[src/hdl/string_mul_defs.vh]
// Contract
// - String element copy moves one byte or word from source to destination index.
// - After each copied element both index registers point at the next element.
// - With repeat prefix the element copy repeats, giving a block transfer.
// - String element copy leaves every flag exactly as before.
// - Byte multiply: source times low accumulator byte, 16-bit product into accumulator word.
// - Word multiply: source times accumulator word, upper word to data register, lower to accumulator.
// - Both multiply operands and the product are unsigned, no sign extension.
// - Carry is 0 when product upper half is zero, else 1; overflow equals carry.
// - Multiply leaves auxiliary, parity, sign, zero undefined; direction, interrupt, trap unchanged.
`ifndef STRING_MUL_DEFS_VH
`define STRING_MUL_DEFS_VH
// Flag word bit positions
`define FLG_CARRY 0
`define FLG_PARITY 2
`define FLG_AUX 4
`define FLG_ZERO 6
`define FLG_SIGN 7
`define FLG_TRAP 8
`define FLG_INTR 9
`define FLG_DIR 10
`define FLG_OVF 11
// Index steps
`define STEP_BYTE 16'h0001
`define STEP_WORD 16'h0002
// Reset values
`define RST_WORD 16'h0000
`define RST_CNT 16'h0000
`endif

[src/hdl/elem_buffer.v]
`timescale 1ns/10ps
// ====================================================
// Two-entry buffer between memory read and write sides
module elem_buffer #(
  parameter WIDTH = 16
) (
  // Clock and reset
  input wire ref_clk,
  input wire rst,
  input wire clkEn,
  // Fill side
  input wire inValid,
  output wire inReady,
  input wire [WIDTH-1:0] inData,
  // Drain side
  output wire outValid,
  input wire outReady,
  output wire [WIDTH-1:0] outData
);
  reg [WIDTH-1:0] mem0_q;
  reg [WIDTH-1:0] mem1_q;
  reg [1:0] count_q;
  wire push;
  wire pop;
  assign inReady = (count_q != 2'd2);
  assign outValid = (count_q != 2'd0);
  assign outData = mem0_q;
  assign push = inValid && inReady;
  assign pop = outValid && outReady;
  always @(posedge ref_clk) begin
    if (rst) begin
      count_q <= 2'd0;
      mem0_q <= {WIDTH{1'b0}};
      mem1_q <= {WIDTH{1'b0}};
    end else if (clkEn) begin
      if (pop) begin
        mem0_q <= (count_q == 2'd2) ? mem1_q : inData;
      end else if (push && count_q == 2'd0) begin
        mem0_q <= inData;
      end
      if (push && ((count_q == 2'd1 && !pop) || (count_q == 2'd2))) begin
        mem1_q <= inData;
      end
      count_q <= count_q + {1'b0, push} - {1'b0, pop};
    end
  end
endmodule

[src/hdl/string_mul_unit.v]
`timescale 1ns/10ps
`include "string_mul_defs.vh"
// ====================================================
// String element copy and unsigned multiply datapath
module string_mul_unit #(
  parameter WIDTH = 16
) (
  // Clock, reset, enable
  input wire ref_clk,
  input wire rst,
  input wire clkEn,
  // Command from decoder, busy status back to it
  input wire startCopy,
  input wire startMul,
  input wire wordOp,
  input wire repeatPrefix,
  input wire [WIDTH-1:0] countIn,
  input wire [WIDTH-1:0] srcIndexIn,
  input wire [WIDTH-1:0] dstIndexIn,
  input wire [WIDTH-1:0] accumIn,
  input wire [WIDTH-1:0] mulSrc,
  input wire [WIDTH-1:0] flagsIn,
  output reg busy,
  // Results to register file
  output reg done,
  output reg [WIDTH-1:0] srcIndexOut,
  output reg [WIDTH-1:0] dstIndexOut,
  output reg [WIDTH-1:0] countOut,
  output reg [WIDTH-1:0] accumOut,
  output reg [WIDTH-1:0] dataOut,
  output reg dataWrite,
  output reg [WIDTH-1:0] flagsOut,
  // Memory read port
  output reg rdReq,
  output reg [WIDTH-1:0] rdAddr,
  input wire rdValid,
  input wire [WIDTH-1:0] rdData,
  // Memory write port
  output reg wrReq,
  output reg [WIDTH-1:0] wrAddr,
  output reg [WIDTH-1:0] wrData,
  output reg wrWord,
  input wire wrAck
);
  localparam IDLE = 2'd0;
  localparam COPY = 2'd1;
  localparam FINISH = 2'd2;

  reg [1:0] state_q;
  reg word_q;
  reg dir_q;
  reg [WIDTH-1:0] rdLeft_q;
  reg [WIDTH-1:0] wrLeft_q;
  reg rdWait_q;
  wire bufInReady;
  wire bufOutValid;
  wire [WIDTH-1:0] bufOutData;
  wire [WIDTH-1:0] step;
  wire [2*WIDTH-1:0] product;
  wire [WIDTH-1:0] bytesProduct;
  wire upperNonZero;
  wire wrFree;
  wire drain;

  // ====================================================
  // Index step and unsigned product
  assign step = word_q ? `STEP_WORD : `STEP_BYTE;
  assign product = {{WIDTH{1'b0}}, accumIn} * {{WIDTH{1'b0}}, mulSrc};
  assign bytesProduct = {8'h00, accumIn[7:0]} * {8'h00, mulSrc[7:0]};
  assign upperNonZero = wordOp ? (product[2*WIDTH-1:WIDTH] != `RST_WORD)
                               : (bytesProduct[15:8] != 8'h00);
  assign wrFree = !wrReq || wrAck;
  assign drain = bufOutValid && wrFree && (wrLeft_q != `RST_CNT);

  // ====================================================
  // Element buffer
  elem_buffer #(.WIDTH(WIDTH)) u_buf (
    .ref_clk(ref_clk),
    .rst(rst),
    .clkEn(clkEn),
    .inValid(rdValid && rdWait_q),
    .inReady(bufInReady),
    .inData(rdData),
    .outValid(bufOutValid),
    .outReady(drain),
    .outData(bufOutData)
  );

  // ====================================================
  // Control
  always @(posedge ref_clk) begin
    if (rst) begin
      state_q <= IDLE;
      word_q <= 1'b0;
      dir_q <= 1'b0;
      rdLeft_q <= `RST_CNT;
      wrLeft_q <= `RST_CNT;
      rdWait_q <= 1'b0;
      busy <= 1'b0;
      done <= 1'b0;
      srcIndexOut <= `RST_WORD;
      dstIndexOut <= `RST_WORD;
      countOut <= `RST_CNT;
      accumOut <= `RST_WORD;
      dataOut <= `RST_WORD;
      dataWrite <= 1'b0;
      flagsOut <= `RST_WORD;
      rdReq <= 1'b0;
      rdAddr <= `RST_WORD;
      wrReq <= 1'b0;
      wrAddr <= `RST_WORD;
      wrData <= `RST_WORD;
      wrWord <= 1'b0;
    end else if (clkEn) begin
      done <= 1'b0;
      dataWrite <= 1'b0;
      if (wrAck) begin
        wrReq <= 1'b0;
      end
      case (state_q)
        IDLE: begin
          if (startMul) begin
            flagsOut <= flagsIn;
            flagsOut[`FLG_CARRY] <= upperNonZero;
            flagsOut[`FLG_OVF] <= upperNonZero;
            if (wordOp) begin
              accumOut <= product[WIDTH-1:0];
              dataOut <= product[2*WIDTH-1:WIDTH];
              dataWrite <= 1'b1;
            end else begin
              accumOut <= bytesProduct;
            end
            done <= 1'b1;
          end else if (startCopy) begin
            flagsOut <= flagsIn;
            word_q <= wordOp;
            dir_q <= flagsIn[`FLG_DIR];
            srcIndexOut <= srcIndexIn;
            dstIndexOut <= dstIndexIn;
            rdAddr <= srcIndexIn;
            rdLeft_q <= repeatPrefix ? countIn : 16'h0001;
            wrLeft_q <= repeatPrefix ? countIn : 16'h0001;
            countOut <= repeatPrefix ? countIn : `RST_CNT;
            busy <= 1'b1;
            state_q <= COPY;
          end
        end
        COPY: begin
          if (rdWait_q && rdValid) begin
            rdWait_q <= 1'b0;
          end
          // Issue next read only when buffer can absorb it
          if (!rdReq && !rdWait_q && rdLeft_q != `RST_CNT && bufInReady) begin
            rdReq <= 1'b1;
          end else if (rdReq) begin
            rdReq <= 1'b0;
            rdWait_q <= 1'b1;
            rdLeft_q <= rdLeft_q - 16'h0001;
            rdAddr <= dir_q ? rdAddr - step : rdAddr + step;
            srcIndexOut <= dir_q ? srcIndexOut - step : srcIndexOut + step;
          end
          if (drain) begin
            wrReq <= 1'b1;
            wrAddr <= dstIndexOut;
            wrData <= word_q ? bufOutData : {8'h00, bufOutData[7:0]};
            wrWord <= word_q;
            wrLeft_q <= wrLeft_q - 16'h0001;
            dstIndexOut <= dir_q ? dstIndexOut - step : dstIndexOut + step;
            if (countOut != `RST_CNT) begin
              countOut <= countOut - 16'h0001;
            end
          end
          if (wrLeft_q == `RST_CNT && rdLeft_q == `RST_CNT) begin
            state_q <= FINISH;
          end
        end
        FINISH: begin
          if (!wrReq || wrAck) begin
            busy <= 1'b0;
            done <= 1'b1;
            state_q <= IDLE;
          end
        end
        default: begin
          state_q <= IDLE;
        end
      endcase
    end
  end
endmodule

[config.mk]
export PLATFORM = sky130hd
export DESIGN_NAME = string_mul_unit
export DESIGN_NICKNAME = d
export VERILOG_FILES = /design/src/hdl/elem_buffer.v /design/src/hdl/string_mul_unit.v
export VERILOG_INCLUDE_DIRS = /design/src /design/src/hdl
export SDC_FILE = /design/constraint.sdc
export NUM_CORES = 1
export LEC_CHECK = 0
export BUFFER_PORTS_ARGS = -buffer_cell sky130_fd_sc_hd__buf_2
export CAP_MARGIN = 40
export CORE_UTILIZATION = 50
export CTS_CLUSTER_SIZE = 10
export DETAILED_ROUTE_END_ITERATION = 12
export GPL_TIMING_DRIVEN = 0
export MAX_ROUTING_LAYER = met4
export PLACE_DENSITY = 0.7
export REMOVE_ABC_BUFFERS = 1
export SLEW_MARGIN = 30
export SYNTH_ARGS = -nofsm -noshare
export SYNTH_HDL_FRONTEND = slang
export SYNTH_SLANG_ARGS = --single-unit
[constraint.sdc]
create_clock -name ref_clk -period 7.3 [get_ports ref_clk]
set_input_delay 0.365 -clock ref_clk [delete_from_list [all_inputs] [get_ports ref_clk]]
set_output_delay 0.365 -clock ref_clk [all_outputs]
set_load 0.1 [all_outputs]
# After elaboration in Yosys (flattened, before gate mapping)
# Cells that the tools add are included.
# classes
add_sub_neg	11
mul	2
n_eq_ne	13
mux	60
n_bitwise	1
reduce_logical	45
# ops
cell	n
two-way mux 16 bit	30
one-hot mux 16 bit (2 select lines)	6
nonzero test 16 bit	4
adder 16 x 2 -> 16 bit	3
subtractor 16 x 1 -> 16 bit (second input constant)	3
subtractor 16 x 2 -> 16 bit	3
logical NOT 16 bit	2
multiplier 16 x 16 -> 32 bit	1
multiplier 8 x 8 -> 16 bit	1
two-way mux 1 bit	16
inequality test 2 bit (second input constant)	8
AND reduction 5 bit	3
logical AND 1 bit	12
AND reduction 6 bit	2
two-way mux 2 bit	5
nonzero test 2 bit	5
AND reduction 3 bit	3
AND reduction 4 bit	2
nonzero test 8 bit	1
one-hot mux 2 bit (3 select lines)	1
AND reduction 2 bit	3
equality test 2 x 1 -> 1 bit (second input constant)	2
equality test 2 bit (second input constant)	2
logical NOT 1 bit	4
other kinds (7)	10
# word_totals
regBits	221
in_bits	121
out_inout_bits	150

# Logic depth before layout (Yosys ltp)
# Gate-level depths: netlist (run 1).
# logic_depth
word_depth	10
depth_mapped	24

# By module
# A second synthesis (run 1) with hierarchy kept.
# hier_totals
hier_cells	2684
area_unflattened_um2	21967.3
# modules_own_cells
module	n_inst	cells_per_inst	area_each_um2
string_mul_unit	1	2516	20387.1
elem_buffer	1	168	1580.3

# Worst setup path after synthesis (run 1)
# OpenSTA, ideal clock, no wires.
# synth_path
path_type	input-to-reg
from	input accumIn[7]
to	register flagsOut[0]
arrival_time_ps	6135
required_ps	7166
setup_slack_ps	1031
cell_stages	24
cell_sequence	clkbuf_1 > nand2_1 > fa_1 > inv_1 > fa_1 > inv_1 > fa_1 > inv_1 > fa_1 > fa_1 > inv_1 > fa_1 > inv_1 > ha_1 > clkbuf_1 > and4_1 > nand2_1 > nor4b_2 > nor3b_2 > o31ai_1 > xor2_1 > or2_1 > nor4_1 > o22ai_1
# synth_between
elab_chain_cells	4
# synth_rtl
element	line	text
start: declaration	string_mul_unit.v:20	input wire [WIDTH-1:0] accumIn,
multiplier 16 x 16 -> 32 bit / multiplier 8 x 8 -> 16 bit (equally long branches)	string_mul_unit.v:68, string_mul_unit.v:69	
nonzero test 16 bit (no source line) / nonzero test 8 bit (equally long branches)	--	
two-way mux 1 bit *	string_mul_unit.v:70	assign upperNonZero = wordOp ? (product[2*WIDTH-1:WIDTH] != `RST_WORD)
two-way mux 16 bit *	string_mul_unit.v:122	if (startMul) begin
end signal: assignment	string_mul_unit.v:123	flagsOut <= flagsIn;
end signal: indexed assignment	string_mul_unit.v:124	flagsOut[`FLG_CARRY] <= upperNonZero;
end signal: indexed assignment	string_mul_unit.v:125	flagsOut[`FLG_OVF] <= upperNonZero;
end: declaration	string_mul_unit.v:32	output reg [WIDTH-1:0] flagsOut,
# Every way passes the cells marked *; elsewhere a longest branch is shown, timed or not.
# A chain may end at the register's enable or synchronous reset.

# Worst setup path after layout (run 1)
# layout_path
from	input mulSrc[7]
to	register flagsOut[11]
# layout_between
elab_chain_cells	4
# layout_rtl
element	line	text
start: declaration	string_mul_unit.v:21	input wire [WIDTH-1:0] mulSrc,
multiplier 16 x 16 -> 32 bit / multiplier 8 x 8 -> 16 bit (equally long branches)	string_mul_unit.v:68, string_mul_unit.v:69	
nonzero test 16 bit (no source line) / nonzero test 8 bit (equally long branches)	--	
two-way mux 1 bit *	string_mul_unit.v:70	
two-way mux 16 bit *	string_mul_unit.v:122	
# Marks and branches as above.

==> results of run 1 <==
[metrics by stage]
stage	hold WS, ps	util	total power [mW]
final	45.08	0.5729	10.68
after global routing	38.16	0.5728	11.66
after CTS	24.66	0.5727	10.68
after detailed placement	443.2	0.5546	9.378
after global placement	437.5	0.5461	9.261
after floorplan	426.2	-	7.401
[final cells by class]
class	instances	area [µm²]	share of cell area
clock inverters	2	27.53	0.001108
multi-input cells	2033	15980	0.6434
repair buffers	283	1658	0.06674
clock buffers	38	757.0	0.03047
flip-flops and latches	221	4428	0.1783
diodes	4	10.01	0.0004029
well taps	585	732.0	0.02947
inverters	332	1246	0.05017
[routing by layer]
metal / track usage / part of all wire / up-vias
met5: - / 0 / -
met4: 0.1087 / 0.040 / 0
met3: 0.03117 / 0.059 / 130
met2: 0.4541 / 0.48 / 640
met1: 0.3422 / 0.42 / 9541
li1: - / - / 9391
[cell families (layout without fill, tap and decap cells)]
logic type	Yosys count	count (layout)
simple gates	970	970
compound gates	526	526
buf+inv	470	655
fa+ha+maj	422	422
flops	221	221
xor+xnor	72	72
mux	43	43
other cells	0	4
[registers in the layout (all words and copies together) (netlist names), 2 cells and up]
signal         flops
wrData            16
accumOut          16
srcIndexOut       16
countOut          16
rdAddr            16
rdLeft_q          16
flagsOut          16
u_buf.count_q      2
u_buf.mem1_q      16
dstIndexOut       16
dataOut           16
u_buf.outData     16
wrAddr            16
wrLeft_q          16
state_q            2
[worst paths after layout]
kind	start	end	slack, ps	depth (start not counted)
max	mulSrc[7]	flagsOut[11]$_SDFFE_PP0P_	510	23
max reg2reg	dir_q$_SDFFE_PP0P_	srcIndexOut[15]$_SDFFE_PP0P_	3100	11
min reg2reg	u_buf.outData[5]$_SDFFE_PP0P_	wrData[5]$_SDFFE_PP0P_	450	2
min	flagsIn[1]	flagsOut[1]$_SDFFE_PP0P_	50	3
[power by group through the flow]
stage | registers (mW) | logic (mW) | clock network [mW]
floorplan | 1.79 | 5.61 | 0
global placement | 1.36 | 7.90 | 0
detailed placement | 1.37 | 8.01 | 0
CTS | 1.34 | 8.07 | 1.27
global route | 1.35 | 8.99 | 1.32
finish | 1.34 | 8.10 | 1.24
[tightest hold or removal path: cells and delay by family]
| kind | cells | cell delay [ps] |
|---|---|---|
| AOI/OAI and AO/OA | 1 | 50 |
| buffers and inverters | 1 | 90 |
| and+or+nand+nor | 1 | 40 |
[layout by cell type, fill, tap and decap left out, types with 16 or more instances in the layout]
cell type  Yosys  layout
ha_1         189     189
fa_1         233     233
or3_1         18      18
clkbuf_16      0      27
inv_1        332     332
buf_2          4     269
xor2_1        25      25
nand3_1       47      46
o21ai_0       98      98
nor4_1        17      16
a311oi_1      22      22
nor2_1       219     216
a21oi_1      182     182
and2_1       126     126
a22oi_1       29      29
nand2_1      392     392
dfxtp_1      221     220
nand2b_1      19      18
mux2i_1       43      43
a211oi_1      56      56
xnor2_1       47      47
a21o_1        21      21
nor2b_1       17      16
nor3_1        53      53
o31ai_1       23      22
==> run_results.csv, run 1 <==
group,metric,value,unit
pwr,p_leak,12.03,nW
final_layout,fill_cells,4024,
logic_synthesis,ys_warn_count,0,
clock_tree,postCtsSetupBuffers,0,
logic_synthesis,synth_cells,2724,
routing,drt_drc_violations_left,0,
grt,grt_pass1_wl,96940,µm
outcome,status,"completed",
logic_synthesis,synth_edf_count,0,
logic_synthesis,yosysMostFrequentCell,"nand2_1",
clock_tree,cts_root_buf,"clkbuf_16",
die,fp.dieW,212.4,µm
critical_path,cp-end-kind,"flip-flop",
clock_tree,cts-htree-levels,1,
logic_synthesis,synth_area_leaders,"fa_1 21%, dfxtp_1 20%, ha_1 11%",
pwr,p_comb_frac,0.758,
final_layout,final_layout_size_suffix_gt1_frac,0.1193,
logic_synthesis,synth_top_family_by_area,"adder cells",
logic_synthesis,synth_adder_area_share,0.3174,
timing,finalCriticalPeriod,6786,ps
place,finalWeightedCongestion,0.9181,
critical_path,crit_slowest_cell,"nor4_2",
die,dieArea,45130,µm²
hold_path,hp-class,"in2reg",
clock_tree,clk_pin_slew_worst_paths,50,ps
critical_path,worst-path-max-fanout,16,
clock_tree,clkLatencyLatePin,560,ps
critical_path,cp_top_family,"adder cells",
grt,antenna_found_initial,3,
critical_path,critPathMostFrequentCell,"fa_1",
place,io_buffers,270,
die,die_y,212.4,µm
logic_synthesis,synth_xor_area_frac,0.02848,
timing,finClkSkew,17.05,ps
clock_tree,clock-sinks,221,
die,std_cell_rows,76,
logic_synthesis,yosysSeqAreaShare,0.1998,
logic_synthesis,muxShareOfSynthArea,0.01944,
clock_tree,cts_tree,"yes",
critical_path,required,7700,ps
final_layout,final_area,24840,µm²
clock_tree,cts_made_buffers,27,
timing,fin_tns_setup,0,ps
place,dp_hpwl,46970,µm
grt,grt_max_degree,110,
logic_synthesis,synth_top_area_frac,0.2106,
final_layout,syn_to_final_growth,12.18,%
die,ios,271,
routing,drtIter0Drc,1373,
timing,rsz0062_at_grt,"no",
routing,vias_per_cell,5.632,
logic_synthesis,synthFlopType,"dfxtp_1",
pwr,p_int,4.945,mW
place,place_ws,55.20,ps
pwr,vdd_drop_max,0.0005416,V
logic_synthesis,synthArstFlopShare,0,
routing,wl_per_cell,17.32,µm
timing,slew_violations,0,
critical_path,max_stage_delay,710,ps
critical_path,cp.arrival,7190,ps
grt,grt_usage,0.2744,
routing,ant_nets,0,
place,placed_area,24050,µm²
logic_synthesis,synthTopCellsByCount,"392 x nand2_1, 332 x inv_1, 233 x fa_1, 221 x dfxtp_1, 219 x nor2_1",
job,drv_cap,0,
logic_synthesis,yosys.area.top_type,"fa_1",
timing,period_share,0.9296,
final_layout,instances_no_fill,3498,
pwr,p_sw_frac,0.5369,
critical_path,path_class,"in2reg",
logic_synthesis,syn_area,22140,µm²
logic_synthesis,synth-compound-area-share,0.1509,
timing,worst_pin_slew,867.8,ps
pwr,powerDensity,429.9,nW/µm²
grt,grt_pass1_vias,19330,
routing,vias,19700,
final_layout,fin_nets,3441,
timing,slew_headroom,0.4065,
timing,setup_violations,0,
pwr,p_sw,5.734,mW
critical_path,crit_chain,"buf_2 > nand2_1 > fa_1 > inv_1 > fa_1 > inv_1 > fa_1 > inv_1 > fa_1 > fa_1 > inv_1 > fa_1 > inv_1 > ha_1 > and4_1 > nand2_1 > nor4b_2 > nor3b_2 > o31ai_1 > xor2_1 > or2_1 > nor4_2 > o22ai_1",
clock_tree,cts_buffer_depth,3,
timing,hold_viol_final,0,
timing,setup_slack,513.9,ps
logic_synthesis,synth-seq-cells,221,
critical_path,critPathBufInv,6,
place,place_inst,3454,
clock_tree,ctsHoldBuffers,0,
die,initial_utilization,0.5107,
critical_path,critPathLaunchType,"input pin",
logic_synthesis,syn_avg_cell_area,8.129,µm²
routing,firstDrtPassIters,6,
logic_synthesis,synthSimpleGateAreaFrac,0.2031,
pwr,clkPwrFrac,0.116,
pwr,seq_power_share,0.126,
logic_synthesis,ys_types,75,
die,coreArea,43360,µm²
timing,fmax,147.4,MHz
grt,grt_overflow_total,0,
clock_tree,cts_resized,0,
routing,routed_wirelength,60580,µm
Note: power is estimated with default switching activity, not from simulation.
==> inputs of run 2 (changes only) <==
- PLACE_DENSITY: 0.7 -> unset
- PLACE_DENSITY_LB_ADDON: unset -> 0.12
- clock period: 7.3 -> 8.3 ns (I/O delays scaled with it)
==> run 2 against run 1 <==
  * Die area did not move
  * Total power fell by 13%
  * Design area rose by 0.25%
  * Hold slack improved by 60 ps
  * Critical path type unchanged
  * Highest routed layer unchanged
==> run_results.csv, run 2 (synthesis gave the netlist of run 1 again) <==
group,metric,value,unit
grt,grt_max_degree,99,
hold_path,hold_start,"flagsIn[14]",
clock_tree,cts_root_buf,"clkbuf_16",
clock_tree,clkLatencyLatePin,550,ps
die,coreArea,43360,µm²
final_layout,final_common_cell,"nand2_1",
pwr,powerDensity,373.2,nW/µm²
clock_tree,clock-sinks,221,
timing,slew_headroom,0.4231,
routing,ant_nets,0,
critical_path,cp.arrival,7390,ps
final_layout,fill_cells,4139,
timing,holdWs,105.3,ps
grt,grt_use_met1,0.3441,
die,die_y,212.4,µm
routing,vias,19420,
critical_path,crit_start,"accumIn[7]",
timing,period_share,0.8432,
place,io_buffers,270,
critical_path,worst-path-max-fanout,16,
clock_tree,cts_made_buffers,27,
final_layout,fin_nets,3446,
clock_tree,cts_resized,0,
timing,hold_viol_final,0,
routing,vias_per_cell,5.550,
timing,finalCriticalPeriod,6999,ps
die,ios,271,
critical_path,cp-end-kind,"flip-flop",
grt,grt_pass1_wl,98480,µm
die,fp.dieW,212.4,µm
clock_tree,cts_buffer_depth,3,
clock_tree,cts_tree,"yes",
grt,use_met2,0.4887,
clock_tree,cts-htree-levels,1,
job,drv_cap,0,
final_layout,final_layout_size_suffix_gt1_frac,0.1210,
grt,grt_pass1_vias,19300,
critical_path,path_class,"in2reg",
critical_path,required,8690,ps
routing,wl_per_cell,17.45,µm
routing,routed_wirelength,61070,µm
place,finalWeightedCongestion,0.9153,
clock_tree,clk_pin_slew_worst_paths,60,ps
die,initial_utilization,0.5107,
place,dp_hpwl,47670,µm
outcome,status,"completed",
final_layout,syn_to_final_growth,12.46,%
timing,slew_violations,0,
routing,drtIter0Drc,1204,
pwr,p_leak,12.07,nW
timing,worst_pin_slew,858.3,ps
critical_path,r2r_start,"dir_q$_SDFFE_PP0P_",
final_layout,layout_common_cells,"392 x nand2_1, 332 x inv_1, 269 x buf_2",
clock_tree,ctsHoldBuffers,0,
grt,grt_overflow_total,0,
grt,antenna_found_initial,4,
die,std_cell_rows,76,
routing,drt_drc_violations_left,0,
hold_path,hp-class,"in2reg",
grt,use_met3,0.03131,
grt,busiest_layer,"met2",
clock_tree,postCtsSetupBuffers,0,
timing,setup_violations,0,
timing,rsz0062_at_grt,"no",
timing,fmax,142.9,MHz
grt,grt_usage,0.2798,
die,dieArea,45130,µm²
pwr,vdd_drop_max,0.0003547,V
timing,fin_tns_setup,0,ps
timing,finClkSkew,11.07,ps
routing,firstDrtPassIters,7,
critical_path,critPathLaunchType,"input pin",
[run 2: cell types whose count changed in the layout (fill, tap and decap cells not counted), sizes merged]
| cell | previous run | this run |
|---|---|---|
| clkbuf | 38 | 33 |
| buf | 283 | 287 |
| clkinv | 0 | 2 |
[run 2: critical path, cell delays in order]
cell and delay (ps):
buf_2 340, nand2_1 200, fa_1 560, inv_1 50
fa_1 510, inv_1 70, fa_1 530, inv_1 50
fa_1 390, fa_1 510, inv_1 50, fa_1 470
inv_1 40, ha_1 480, and4_1 340, nand2_1 90
nor4b_2 530, nor3b_2 130, o31ai_1 300, xor2_1 130
or2_1 250, nor4_2 780, o22ai_1 170
[run 2: metal layers]
metal / share of wire / routed length, µm / vias up
li1: - / - / 9405
met2: 0.50 / 30400 / 488
met3: 0.050 / 3028 / 82
met4: 0.021 / 1267 / 0
met1: 0.43 / 26370 / 9446
met5: 0 / 0 / -
[run 2: per-stage QoR]
| stage | worst slack (ps) | instance area [µm²] | power, mW | utilization | cells |
|---|---|---|---|---|---|
| detailed placement | 781.6 | 24110 | 8.198 | 0.5560 | 3457 |
| CTS | 1333 | 24860 | 9.307 | 0.5733 | 3493 |
| global placement | 253.7 | 23680 | 8.113 | 0.5461 | 3441 |
| finish | 1301 | 24900 | 9.295 | 0.5743 | 3499 |
| floorplan | 2292 | 21600 | 6.509 | - | 2586 |
| global route | 1026 | 24900 | 10.21 | 0.5743 | 3499 |
[run 2: area by class of cell]
cell class	instances	area, µm²	share of cell area
sequential	221	4425	0.1777
clock inverter	4	26.28	0.001055
multi-input combinational	2033	15980	0.6416
inverter	332	1246	0.05004
antenna	4	10.01	0.0004019
clock buffer	32	724.4	0.02909
tap	585	732.0	0.02939
timing repair buffer	288	1760	0.07069
[run 2: path summary, 6_finish.rpt]
kind	to	slack [ps]	cells after the start
worst max register to register	srcIndexOut[15]$_SDFFE_PP0P_	4320	12
worst min register to register	wrData[2]$_SDFFE_PP0P_	440	2
worst min-delay path	flagsOut[14]$_SDFFE_PP0P_	110	3
worst max-delay path	flagsOut[0]$_SDFFE_PP0P_	1300	23
[run 2: where the power goes]
part | internal (mW) | total [mW] | switching, mW
registers | 1.13 | 1.18 | 0.0570
clock network | 0.606 | 1.06 | 0.454
logic | 2.61 | 7.05 | 4.44
total | 4.34 | 9.29 | 4.95
